<file path="config.mk">
export PLATFORM = sky130hd
export DESIGN_NAME = e1_alarm_status_counters
export DESIGN_NICKNAME = d
export VERILOG_FILES = /design/src/e1_alarm_pkg.sv /design/src/e1_ctr_if.sv /design/src/e1_err_counter.sv /design/src/e1_alarm_status_counters.sv
export SDC_FILE = /design/constraint.sdc
export NUM_CORES = 1
export LEC_CHECK = 0
export BUFFER_PORTS_ARGS = -buffer_cell sky130_fd_sc_hd__buf_2
export CORE_ASPECT_RATIO = 1.4
export CORE_MARGIN = 2
export CORE_UTILIZATION = 45
export DETAILED_ROUTE_END_ITERATION = 6
export PLACE_DENSITY = 0.69
export SLEW_MARGIN = 20
export SYNTH_ARGS = -nofsm -noshare
export SYNTH_HDL_FRONTEND = slang
export SYNTH_SLANG_ARGS = --single-unit
</file>
<file path="constraint.sdc">
create_clock -name clk -period 7.4 [get_ports clk]
set_input_delay 1.11 -clock clk [delete_from_list [all_inputs] [get_ports clk]]
set_output_delay 1.11 -clock clk [all_outputs]
set_load 0.03 [all_outputs]
</file>
<file path="src/e1_alarm_pkg.sv">
package e1_alarm_pkg;
  localparam logic [7:0] ADDR_VIOL_HIGH    = 8'h00;
  localparam logic [7:0] ADDR_VIOL_LOW     = 8'h01;
  localparam logic [7:0] ADDR_CRC_HIGH     = 8'h02;
  localparam logic [7:0] ADDR_CRC_LOW      = 8'h03;
  localparam logic [7:0] ADDR_FEBE_HIGH    = 8'h04;
  localparam logic [7:0] ADDR_FEBE_LOW     = 8'h05;
  localparam logic [7:0] ADDR_ALARM_STATUS = 8'h06;
  localparam logic [7:0] ADDR_EVENT_STATUS = 8'h07;
  localparam logic [7:0] ADDR_ALARM_MASK   = 8'h16;
  localparam logic [7:0] ADDR_EVENT_MASK   = 8'h17;
  localparam logic [7:0] ADDR_SYNC_STATE   = 8'h1E;
  localparam logic [7:0] MASK_RESET        = 8'h00;
  localparam int CLK_MHZ        = 200;
  localparam int SEC_US         = 1000000;
  localparam int FAST_US        = 62500;
  localparam int SEC_CYCLES     = SEC_US * CLK_MHZ;
  localparam int FAST_CYCLES    = FAST_US * CLK_MHZ;
  localparam int CRC_SEARCH_US  = 8000;
  localparam int CRC_SEARCH_CYC = CRC_SEARCH_US * CLK_MHZ;
  localparam int RX_SIGNALING_ALL_ONES_ZEROS     = 3;
  localparam int RX_UNFRAMED_ONES_BITS      = 512;
  localparam int RX_UNFRAMED_ONES_ZEROS     = 3;
  localparam int RRA_RUN        = 3;
  localparam int RCL_ZEROS      = 255;
  localparam int RCL_ONES       = 32;
  localparam int RX_DISTANT_MF_ALARM_RUN       = 2;
  localparam logic [15:0] VIOL_MAX = 16'hFFFF;
endpackage : e1_alarm_pkg

</file>
<file path="src/e1_ctr_if.sv">
`timescale 1ns/1ps
interface e1_ctr_if;
  logic       inc;
  logic       clr;
  logic [9:0] count;
  modport owner (input inc, input clr, output count);
  modport user  (output inc, output clr, input count);
endinterface : e1_ctr_if

</file>
<file path="src/e1_err_counter.sv">
`timescale 1ns/1ps
module e1_err_counter (
  input wire logic clk,
  input wire logic rstN,
  e1_ctr_if.owner  port
);
  logic [9:0] cnt_q;
  // restart on boundary but keep the coincident event
  always_ff @(posedge clk or negedge rstN) begin
    if (!rstN) cnt_q <= 10'h000;
    else if (port.clr) cnt_q <= {9'h000, port.inc};
    else if (port.inc) cnt_q <= cnt_q + 10'h001;
  end
  assign port.count = cnt_q;
endmodule : e1_err_counter

</file>
<file path="src/e1_alarm_status_counters.sv">
`timescale 1ns/1ps
// Overview of operation
// six-bit search counter steps on each 8 ms CRC4 search timeout
// search counter clears on CRC4 sync or mode off, else wraps
// sync state byte: counter bits 5..2, bit 0, three live search flags
// signaling all-ones alarm: under 3 zeros per multiframe sets, 3+ clears
// signaling all-zeros alarm: all zero multiframe sets, any one clears
// distant multiframe alarm: two multiframes set, two clear
// unframed all-ones: under 3 zeros in 512 bits sets, more clears
// remote alarm: bit 3 of non-align frame thrice sets, thrice clears
// carrier loss after 255 zeros; cleared by 32 ones within 255 bits
// loss-of-sync flag in alarm status bit 0 while unsynchronized
// mask bit one passes the matching status event, zero blocks it
// counters update each second or each 62.5 ms; same tick sets flag
// host reads counters within one update interval
// bipolar violations counted, HDB3 substitutions excluded when enabled
// select one counts code violations instead
// violation counter always counts and saturates at 65535
// violation count split into high and low bytes
// CRC count in bits 9..0; top six bits carry FAS count MSBs
// CRC and E-bit counters halt on FAS or CRC4 sync loss
// E-bit counter counts zero E bits of frames 13 and 15
// E-bit count in bits 9..0; top six bits carry FAS count LSBs
// status bits latch; masked write refreshes read copy and clears
// alarm status drives irq one, event status drives irq two
// on update, counter copied and restarted in the same cycle
module e1_alarm_status_counters
  import e1_alarm_pkg::*;
#(
  parameter int SEC_CNT  = SEC_CYCLES,
  parameter int FAST_CNT = FAST_CYCLES,
  parameter int SRCH_CNT = CRC_SEARCH_CYC
) (
  input  wire logic        clk,
  input  wire logic        rst_n,
  input  wire logic        bitEn,
  input  wire logic        rxBit,
  input  wire logic        bpvEvt,
  input  wire logic        hdb3Sub,
  input  wire logic        cvEvt,
  input  wire logic        ts16Bit,
  input  wire logic        mfEnd,
  input  wire logic        frame0Bit6,
  input  wire logic        nafBit3,
  input  wire logic        nafEn,
  input  wire logic        crcErr,
  input  wire logic        eBitEn,
  input  wire logic        eBitVal,
  input  wire logic [11:0] fasCount,
  input  wire logic        frame_align_searching,
  input  wire logic        signaling_mf_searching,
  input  wire logic        crc_mf_searching,
  input  wire logic        crcSyncOk,
  input  wire logic        rx_elastic_slip,
  input  wire logic [7:0]  frameEvents,
  input  wire logic        crcModeEn,
  input  wire logic        hdb3En,
  input  wire logic        violSel,
  input  wire logic        fastUpdate,
  input  wire logic        wrEn,
  input  wire logic        rdEn,
  input  wire logic [7:0]  addr,
  input  wire logic [7:0]  wrData,
  output logic      [7:0]  rdData,
  output logic             irq_out_one,
  output logic             irq_out_two
);
  typedef enum logic [2:0] {
    ALM_CLEAR = 3'b001, ALM_SET = 3'b010, ALM_HOLD = 3'b100
  } alm_t;

  logic rs1_q, rstN;
  always_ff @(posedge clk or negedge rst_n) begin
    if (!rst_n) {rstN, rs1_q} <= 2'b00;
    else {rstN, rs1_q} <= {rs1_q, 1'b1};
  end

  function automatic logic hit(input logic [7:0] a, input logic [7:0] ref_a);
    return a == ref_a;
  endfunction : hit

  // update timer
  logic [31:0] tmr_q;
  logic [31:0] tmrLimit;
  logic        tick;
  assign tmrLimit = fastUpdate ? 32'(FAST_CNT - 1) : 32'(SEC_CNT - 1);
  assign tick     = tmr_q >= tmrLimit;
  always_ff @(posedge clk or negedge rstN) begin
    if (!rstN) tmr_q <= 32'h0;
    else tmr_q <= tick ? 32'h0 : tmr_q + 32'h1;
  end

  // search timer and counter
  logic [31:0] srch_q;
  logic        srchTo;
  logic [5:0]  csc_q;
  assign srchTo = crc_mf_searching && srch_q == 32'(SRCH_CNT - 1);
  always_ff @(posedge clk or negedge rstN) begin
    if (!rstN) srch_q <= 32'h0;
    else if (!crc_mf_searching || srchTo) srch_q <= 32'h0;
    else srch_q <= srch_q + 32'h1;
  end
  always_ff @(posedge clk or negedge rstN) begin
    if (!rstN) csc_q <= 6'h00;
    else if (crcSyncOk || !crcModeEn) csc_q <= 6'h00;
    else if (srchTo) csc_q <= csc_q + 6'h01;
  end
  logic [7:0] syncState;
  assign syncState = {csc_q[5:2], csc_q[0], frame_align_searching,
                      signaling_mf_searching, crc_mf_searching};

  // ts16 multiframe zero count
  logic [4:0] tsZero_q;
  logic [4:0] tsZeroNow;
  logic       sa1_q, sa0_q;
  assign tsZeroNow = tsZero_q + {4'h0, bitEn & ~ts16Bit};
  always_ff @(posedge clk or negedge rstN) begin
    if (!rstN) tsZero_q <= 5'h00;
    else if (mfEnd) tsZero_q <= 5'h00;
    else if (bitEn && !ts16Bit && tsZero_q != 5'h1F) tsZero_q <= tsZeroNow;
  end
  logic [4:0] tsOnes_q;
  always_ff @(posedge clk or negedge rstN) begin
    if (!rstN) tsOnes_q <= 5'h00;
    else if (mfEnd) tsOnes_q <= 5'h00;
    else if (bitEn && ts16Bit) tsOnes_q <= 5'h01;
  end
  always_ff @(posedge clk or negedge rstN) begin
    if (!rstN) begin
      sa1_q <= 1'b0;
      sa0_q <= 1'b0;
    end else if (mfEnd) begin
      sa1_q <= tsZero_q < 5'(RX_SIGNALING_ALL_ONES_ZEROS);
      sa0_q <= tsOnes_q == 5'h00;
    end
  end

  // distant multiframe alarm, small state machine
  alm_t dma_q, dmaNext;
  logic dmaPrev_q;
  always_comb begin
    dmaNext = dma_q;
    case (dma_q)
      ALM_CLEAR: if (mfEnd && frame0Bit6 && dmaPrev_q) dmaNext = ALM_SET;
      ALM_SET:   if (mfEnd && !frame0Bit6 && !dmaPrev_q) dmaNext = ALM_CLEAR;
      ALM_HOLD:  dmaNext = ALM_CLEAR;
      default:   dmaNext = ALM_CLEAR;
    endcase
  end
  always_ff @(posedge clk or negedge rstN) begin
    if (!rstN) begin
      dma_q     <= ALM_CLEAR;
      dmaPrev_q <= 1'b0;
    end else if (mfEnd) begin
      dma_q     <= dmaNext;
      dmaPrev_q <= frame0Bit6;
    end
  end

  // unframed all ones over 512 bit window
  logic [8:0] uaBits_q;
  logic [1:0] uaZeros_q;
  logic       ua1_q;
  logic       uaEnd;
  assign uaEnd = bitEn && uaBits_q == 9'(RX_UNFRAMED_ONES_BITS - 1);
  always_ff @(posedge clk or negedge rstN) begin
    if (!rstN) begin
      uaBits_q  <= 9'h000;
      uaZeros_q <= 2'h0;
      ua1_q     <= 1'b0;
    end else if (uaEnd) begin
      uaBits_q  <= 9'h000;
      uaZeros_q <= 2'h0;
      // one spare bit so a saturated zero count cannot wrap back under the limit
      ua1_q     <= ({1'b0, uaZeros_q} + {2'b00, ~rxBit}) < 3'(RX_UNFRAMED_ONES_ZEROS);
    end else if (bitEn) begin
      uaBits_q  <= uaBits_q + 9'h001;
      if (!rxBit && uaZeros_q != 2'h3) uaZeros_q <= uaZeros_q + 2'h1;
    end
  end

  // remote alarm, 3 in a row
  logic [1:0] raRun_q;
  logic       raVal_q, ra_q;
  always_ff @(posedge clk or negedge rstN) begin
    if (!rstN) begin
      raRun_q <= 2'h0;
      raVal_q <= 1'b0;
      ra_q    <= 1'b0;
    end else if (nafEn) begin
      raVal_q <= nafBit3;
      raRun_q <= (nafBit3 == raVal_q && raRun_q != 2'h3) ? raRun_q + 2'h1 : 2'h1;
      if (nafBit3 == raVal_q && raRun_q == 2'(RRA_RUN - 1)) ra_q <= nafBit3;
    end
  end

  // carrier loss
  logic [7:0] clZero_q, clWin_q;
  logic [5:0] clOnes_q;
  logic       cl_q;
  always_ff @(posedge clk or negedge rstN) begin
    if (!rstN) begin
      clZero_q <= 8'h00;
      clWin_q  <= 8'h00;
      clOnes_q <= 6'h00;
      cl_q     <= 1'b0;
    end else if (bitEn) begin
      clZero_q <= rxBit ? 8'h00 : (clZero_q == 8'hFF ? 8'hFF : clZero_q + 8'h01);
      if (!rxBit && clZero_q == 8'(RCL_ZEROS - 1)) cl_q <= 1'b1;
      if (clWin_q == 8'(RCL_ZEROS - 1)) begin
        clWin_q  <= 8'h00;
        clOnes_q <= 6'h00;
        if ({1'b0, clOnes_q} + {6'h00, rxBit} >= 7'(RCL_ONES)) cl_q <= 1'b0;
      end else begin
        clWin_q  <= clWin_q + 8'h01;
        if (rxBit && clOnes_q != 6'h3F) clOnes_q <= clOnes_q + 6'h01;
      end
    end
  end

  // error counters
  logic [15:0] viol_q, violHold_q;
  logic        violEvt;
  assign violEvt = violSel ? cvEvt : (bpvEvt && !(hdb3En && hdb3Sub));
  always_ff @(posedge clk or negedge rstN) begin
    if (!rstN) viol_q <= 16'h0;
    else if (tick) viol_q <= {15'h0, violEvt};
    else if (violEvt && viol_q != VIOL_MAX) viol_q <= viol_q + 16'h1;
  end
  logic syncLost;
  assign syncLost = frame_align_searching || crc_mf_searching;
  e1_ctr_if crcIf ();
  e1_ctr_if ebIf ();
  assign crcIf.inc = crcErr && !syncLost;
  assign crcIf.clr = tick;
  assign ebIf.inc  = eBitEn && !eBitVal && !syncLost;
  assign ebIf.clr  = tick;
  e1_err_counter uCrc (.clk(clk), .rstN(rstN), .port(crcIf.owner));
  e1_err_counter uEb  (.clk(clk), .rstN(rstN), .port(ebIf.owner));
  logic [9:0] crcHold_q, ebHold_q;
  logic [11:0] fasHold_q;
  always_ff @(posedge clk or negedge rstN) begin
    if (!rstN) begin
      violHold_q <= 16'h0;
      crcHold_q  <= 10'h0;
      ebHold_q   <= 10'h0;
      fasHold_q  <= 12'h0;
    end else if (tick) begin
      violHold_q <= viol_q;
      crcHold_q  <= crcIf.count;
      ebHold_q   <= ebIf.count;
      fasHold_q  <= fasCount;
    end
  end

  // latched status
  logic [7:0] almLive, evtLive;
  assign almLive = {sa1_q, dma_q == ALM_SET, sa0_q, rx_elastic_slip, ua1_q,
                    ra_q, cl_q, frame_align_searching};
  assign evtLive = {frameEvents[7:5], tick, frameEvents[3:0]};
  logic [7:0] almLat_q, evtLat_q, almRd_q, evtRd_q, almMask_q, evtMask_q;
  logic wrAlm, wrEvt;
  assign wrAlm = wrEn && hit(addr, ADDR_ALARM_STATUS);
  assign wrEvt = wrEn && hit(addr, ADDR_EVENT_STATUS);
  always_ff @(posedge clk or negedge rstN) begin
    if (!rstN) begin
      almLat_q <= 8'h00;
      evtLat_q <= 8'h00;
      almRd_q  <= 8'h00;
      evtRd_q  <= 8'h00;
    end else begin
      // set beats clear for a coincident event
      almLat_q <= (almLat_q & ~(wrAlm ? wrData : 8'h00)) | almLive;
      evtLat_q <= (evtLat_q & ~(wrEvt ? wrData : 8'h00)) | evtLive;
      if (wrAlm) almRd_q <= (almRd_q & ~wrData) | (almLat_q & wrData);
      if (wrEvt) evtRd_q <= (evtRd_q & ~wrData) | (evtLat_q & wrData);
    end
  end
  always_ff @(posedge clk or negedge rstN) begin
    if (!rstN) begin
      almMask_q <= MASK_RESET;
      evtMask_q <= MASK_RESET;
    end else if (wrEn) begin
      if (hit(addr, ADDR_ALARM_MASK)) almMask_q <= wrData;
      if (hit(addr, ADDR_EVENT_MASK)) evtMask_q <= wrData;
    end
  end
  assign irq_out_one = |(almLat_q & almMask_q);
  assign irq_out_two = |(evtLat_q & evtMask_q);

  // read mux, registered
  logic [7:0] rdNext;
  always_comb begin
    case (addr)
      ADDR_VIOL_HIGH:    rdNext = violHold_q[15:8];
      ADDR_VIOL_LOW:     rdNext = violHold_q[7:0];
      ADDR_CRC_HIGH:     rdNext = {fasHold_q[11:6], crcHold_q[9:8]};
      ADDR_CRC_LOW:      rdNext = crcHold_q[7:0];
      ADDR_FEBE_HIGH:    rdNext = {fasHold_q[5:0], ebHold_q[9:8]};
      ADDR_FEBE_LOW:     rdNext = ebHold_q[7:0];
      ADDR_ALARM_STATUS: rdNext = almRd_q;
      ADDR_EVENT_STATUS: rdNext = evtRd_q;
      ADDR_ALARM_MASK:   rdNext = almMask_q;
      ADDR_EVENT_MASK:   rdNext = evtMask_q;
      ADDR_SYNC_STATE:   rdNext = syncState;
      default:           rdNext = 8'h00;
    endcase
  end
  always_ff @(posedge clk or negedge rstN) begin
    if (!rstN) rdData <= 8'h00;
    else if (rdEn) rdData <= rdNext;
  end

  // checks
  a_viol_saturates: assert property (@(posedge clk) disable iff (!rstN)
    viol_q == VIOL_MAX && !tick |=> viol_q == VIOL_MAX) else $error("viol wrapped");
  a_csc_clears: assert property (@(posedge clk) disable iff (!rstN)
    !crcModeEn |=> csc_q == 6'h00) else $error("search count not cleared");
  a_csc_steps: assert property (@(posedge clk) disable iff (!rstN)
    srchTo && crcModeEn && !crcSyncOk |=> csc_q == $past(csc_q) + 6'h01)
    else $error("search count not stepped");
  a_irq_one_gate: assert property (@(posedge clk) disable iff (!rstN)
    almMask_q == 8'h00 |-> !irq_out_one) else $error("masked irq one");
  a_lat_holds: assert property (@(posedge clk) disable iff (!rstN)
    almLat_q[0] && !wrAlm |=> almLat_q[0]) else $error("status bit lost");
  a_los_flag: assert property (@(posedge clk) disable iff (!rstN)
    frame_align_searching |=> almLat_q[0]) else $error("sync loss not flagged");
  a_crc_halt: assert property (@(posedge clk) disable iff (!rstN)
    syncLost && !tick |=> crcIf.count == $past(crcIf.count)) else $error("crc counted");
  a_hold_copy: assert property (@(posedge clk) disable iff (!rstN)
    tick |=> violHold_q == $past(viol_q) && crcHold_q == $past(crcIf.count))
    else $error("hold not copied");
  a_cl_sets: assert property (@(posedge clk) disable iff (!rstN)
    bitEn && !rxBit && clZero_q == 8'(RCL_ZEROS - 1) |=> cl_q) else $error("no carrier loss");
  a_ua_clear: assert property (@(posedge clk) disable iff (!rstN)
    uaEnd && uaZeros_q == 2'h3 |=> !ua1_q) else $error("unframed ones kept");
  a_cl_clear: assert property (@(posedge clk) disable iff (!rstN)
    bitEn && clWin_q == 8'(RCL_ZEROS - 1) && clOnes_q == 6'h3F |=> !cl_q)
    else $error("carrier loss kept");
  c_tick: cover property (@(posedge clk) disable iff (!rstN) tick);
  c_cl_set: cover property (@(posedge clk) disable iff (!rstN) cl_q);
  c_irq_one: cover property (@(posedge clk) disable iff (!rstN) irq_out_one);
  c_dma_set: cover property (@(posedge clk) disable iff (!rstN) dma_q == ALM_SET);
endmodule : e1_alarm_status_counters

</file>
==> impl_metrics.json <==
{
  "synth_cell_type_count": 71,
  "clk_latency_ns": 0.55,
  "finalMaxSlewViolations": 0,
  "yosysTopAreaCell": "dfrtp_1",
  "max_freq_ghz": 0.259,
  "async_flop_share_pct": 100,
  "antenna_found_initial": 1,
  "p_int_w": 0.00243,
  "clk_pin_slew_ns": 0.06,
  "dieArea_mm2": 0.0306,
  "reg2reg_slack_ns": 3.98,
  "hold_ws_ns": 0.337,
  "slowest_delay_ns": 0.63,
  "path_max_fanout": 52,
  "start_util_pct": 45.4,
  "cp.required_ns": 7.81,
  "clockPowerShare_pct": 41.2,
  "synth-seq-area-share_pct": 49.9,
  "dr_wl_met3_um": 1080,
  "slew_headroom_pct": 23.2,
  "status": "finished, final reports clean",
  "synth-seq-cells": 262,
  "rsz0062_at_grt": "false",
  "r2r-start": "tmr_q[25]",
  "synth.area.top_cells": "dfrtp_1, mux2_4, mux2_2",
  "syn_to_final_growth_pct": 11.7,
  "synthCells": 1216,
  "netlist_area_mm2": 0.0131,
  "grtUsageTotal_pct": 18.2,
  "routed_wl_um": 27700,
  "dieHeight_um": 206,
  "critPathSlowestCell": "a31o_4",
  "layout-drive-gt1-share_pct": 17.2,
  "yosysWarnings": 0,
  "worstReg2RegEnd": "violHold_q[6]",
  "r2r_cells": 7,
  "wl_met2_um": 13700,
  "ys_top_cells_by_count": "dfrtp_1, nor2_1, nand2_1",
  "clock_sinks": 262,
  "arrival_ns": 4.27,
  "hold_violations": 0,
  "fin_ws_ns": 3.55,
  "synth_edf_count": 0,
  "skew_ns": 0.0256,
  "syn_avg_cell_area_um2": 10.8,
  "holdBufCountCts": 0,
  "cts-resized-gates": 0,
  "switching_power_w": 0.000810,
  "worst_slew_pin_slew_ns": 1.14,
  "fin_nets": 1380,
  "clock-root-buffer": "clkbuf_16",
  "p_seq_share_pct": 49.7,
  "dr.pass1.iters": 4,
  "core-area_mm2": 0.0290,
  "cp-start-kind": "primary input",
  "leakage_nw": 6.54,
  "post-route-drc-count": 0,
  "worst_hold_path_type": "primary input to asynchronous set/reset pin",
  "cts.htree.levels": 1,
  "vias": 9266,
  "synth_top_area_share_pct": 49.7,
  "io_buffers": 70,
  "cts_tree": "built",
  "end_kind": "flop",
  "hpwl_um": 19400,
  "synth_ff_type": "dfrtp_1",
  "wl_per_cell_um": 16.5,
  "report.final.setup_viol": 0,
  "fin_tns_setup_ns": 0,
  "crit_chain": "buf_2 > inv_1 > ha_1 > nand4_1 > nor4_4 > a221o_2 > a31o_4 > buf_4 > mux2_4",
  "globalplace.congestion": 0.855,
  "vias_per_cell": 5.52,
  "layout_min_cycle_time_ns": 3.85,
  "numCtsBuffers": 26,
  "rows": 74,
  "power.density_mw_per_mm2": 220,
  "vdd_drop_max_v": 0.000157,
  "switching_share_pct": 25.0,
  "drt-initial-drc-count": 436,
  "yosysMostFrequentCell": "dfrtp_1",
  "grt_pass1_wl_um": 45900,
  "io_pins": 72,
  "top_layer": "met4",
  "path_class": "primary input to flop",
  "fillers": 2527,
  "fin_crit_sh_pct": 52.1,
  "wl_met1_um": 11800,
  "first_global_vias": 9330,
  "overflow": 0,
  "antenna_left": 0,
  "post_cts_buffers": 0,
  "grt_max_degree": 133,
  "clk_path_buf_depth": 3,
  "die_w_um": 148,
  "dp_worst_setup_slack_ns": 2.97,
  "maxCapViolCount": 0,
  "p_comb_share_pct": 9.1
}
[power by group through the flow]
stage / Combinational [W] / Clock, W / Sequential (W)
floorplan: 0.000202 / 0 / 0.00163
global placement: 0.000285 / 0 / 0.00163
detailed placement: 0.000297 / 0 / 0.00163
CTS: 0.000298 / 0.00137 / 0.00161
global route: 0.000336 / 0.00142 / 0.00162
finish: 0.000294 / 0.00133 / 0.00161
[metal layers]
metal | vias up | track usage, %
met4 | 0 | 7.86
met1 | 4554 | 22.2
met2 | 151 | 32.2
li1 | 4507 | -
met3 | 54 | 2.65
met5 | - | 0
[state kept, by name (all words and copies together) (netlist names), 10 cells and up, named ones only]
register	flops
uCrc.port.count	10
fasHold_q	12
tmr_q	32
viol_q	16
crcHold_q	10
violHold_q	16
uEb.port.count	10
srch_q	32
ebHold_q	10
[cell families after synthesis]
family          share of synthesized area [%]
compound gates                           9.40
xor+xnor                                 6.33
fa+ha+maj                                3.62
buf+inv                                  2.54
flops                                    49.9
mux                                      10.7
other cells                            0.0571
simple gates                             17.5
[area by class of cell]
cell class	count	area (um2)	share of cell area (%)
Timing Repair Buffer	76	408	2.78
Multi-Input combinational cell	890	6270	42.7
Inverter	24	90.1	0.614
Tap cell	380	475	3.24
Antenna cell	1	2.50	0.0170
Clock inverter	8	113	0.767
Clock buffer	38	756	5.15
Sequential cell	262	6560	44.7
[per-stage QoR]
step                      total power [W]  std cells  util, %  cell area (um2)
after floorplan                   0.00183       1218        -            13200
after global placement            0.00191       1632     47.6            13800
after detailed placement          0.00193       1632     47.6            13800
after CTS                         0.00327       1678     50.6            14700
after global routing              0.00338       1679     50.6            14700
final                             0.00324       1679     50.6            14700
[cells in the final DEF (no fill, tap or decap), types with 38 or more instances in the layout]
master   count
a21oi_1     38
buf_2       70
dfrtp_1    260
ha_1        38
mux2_2      49
mux2_4      40
nand2_1     93
nand3_1     48
nand4_1     42
nor2_1     144
xnor2_1     44
xor2_1      51
[critical path, delay by kind of cell]
kind / cells / cell delay (ns)
and+or+nand+nor: 2 / 0.47
AOI/OAI and AO/OA: 2 / 0.93
adders and majority gates: 1 / 0.31
muxes: 1 / 0.35
buffers and inverters: 3 / 1.03
[how the worst max path moves through the flow]
stage                from                          to  cells after the start
2_1_floorplan        rstN  asynchronous set/reset pin                      0
3_3_place_gp   fastUpdate                 ebHold_q[8]                      9
3_5_place_dp   fastUpdate                 ebHold_q[8]                      9
4_1_cts        fastUpdate               violHold_q[6]                      9
5_1_grt        fastUpdate               violHold_q[6]                      9
6_report       fastUpdate               violHold_q[6]                      9
(Power assumes the default switching activity.)
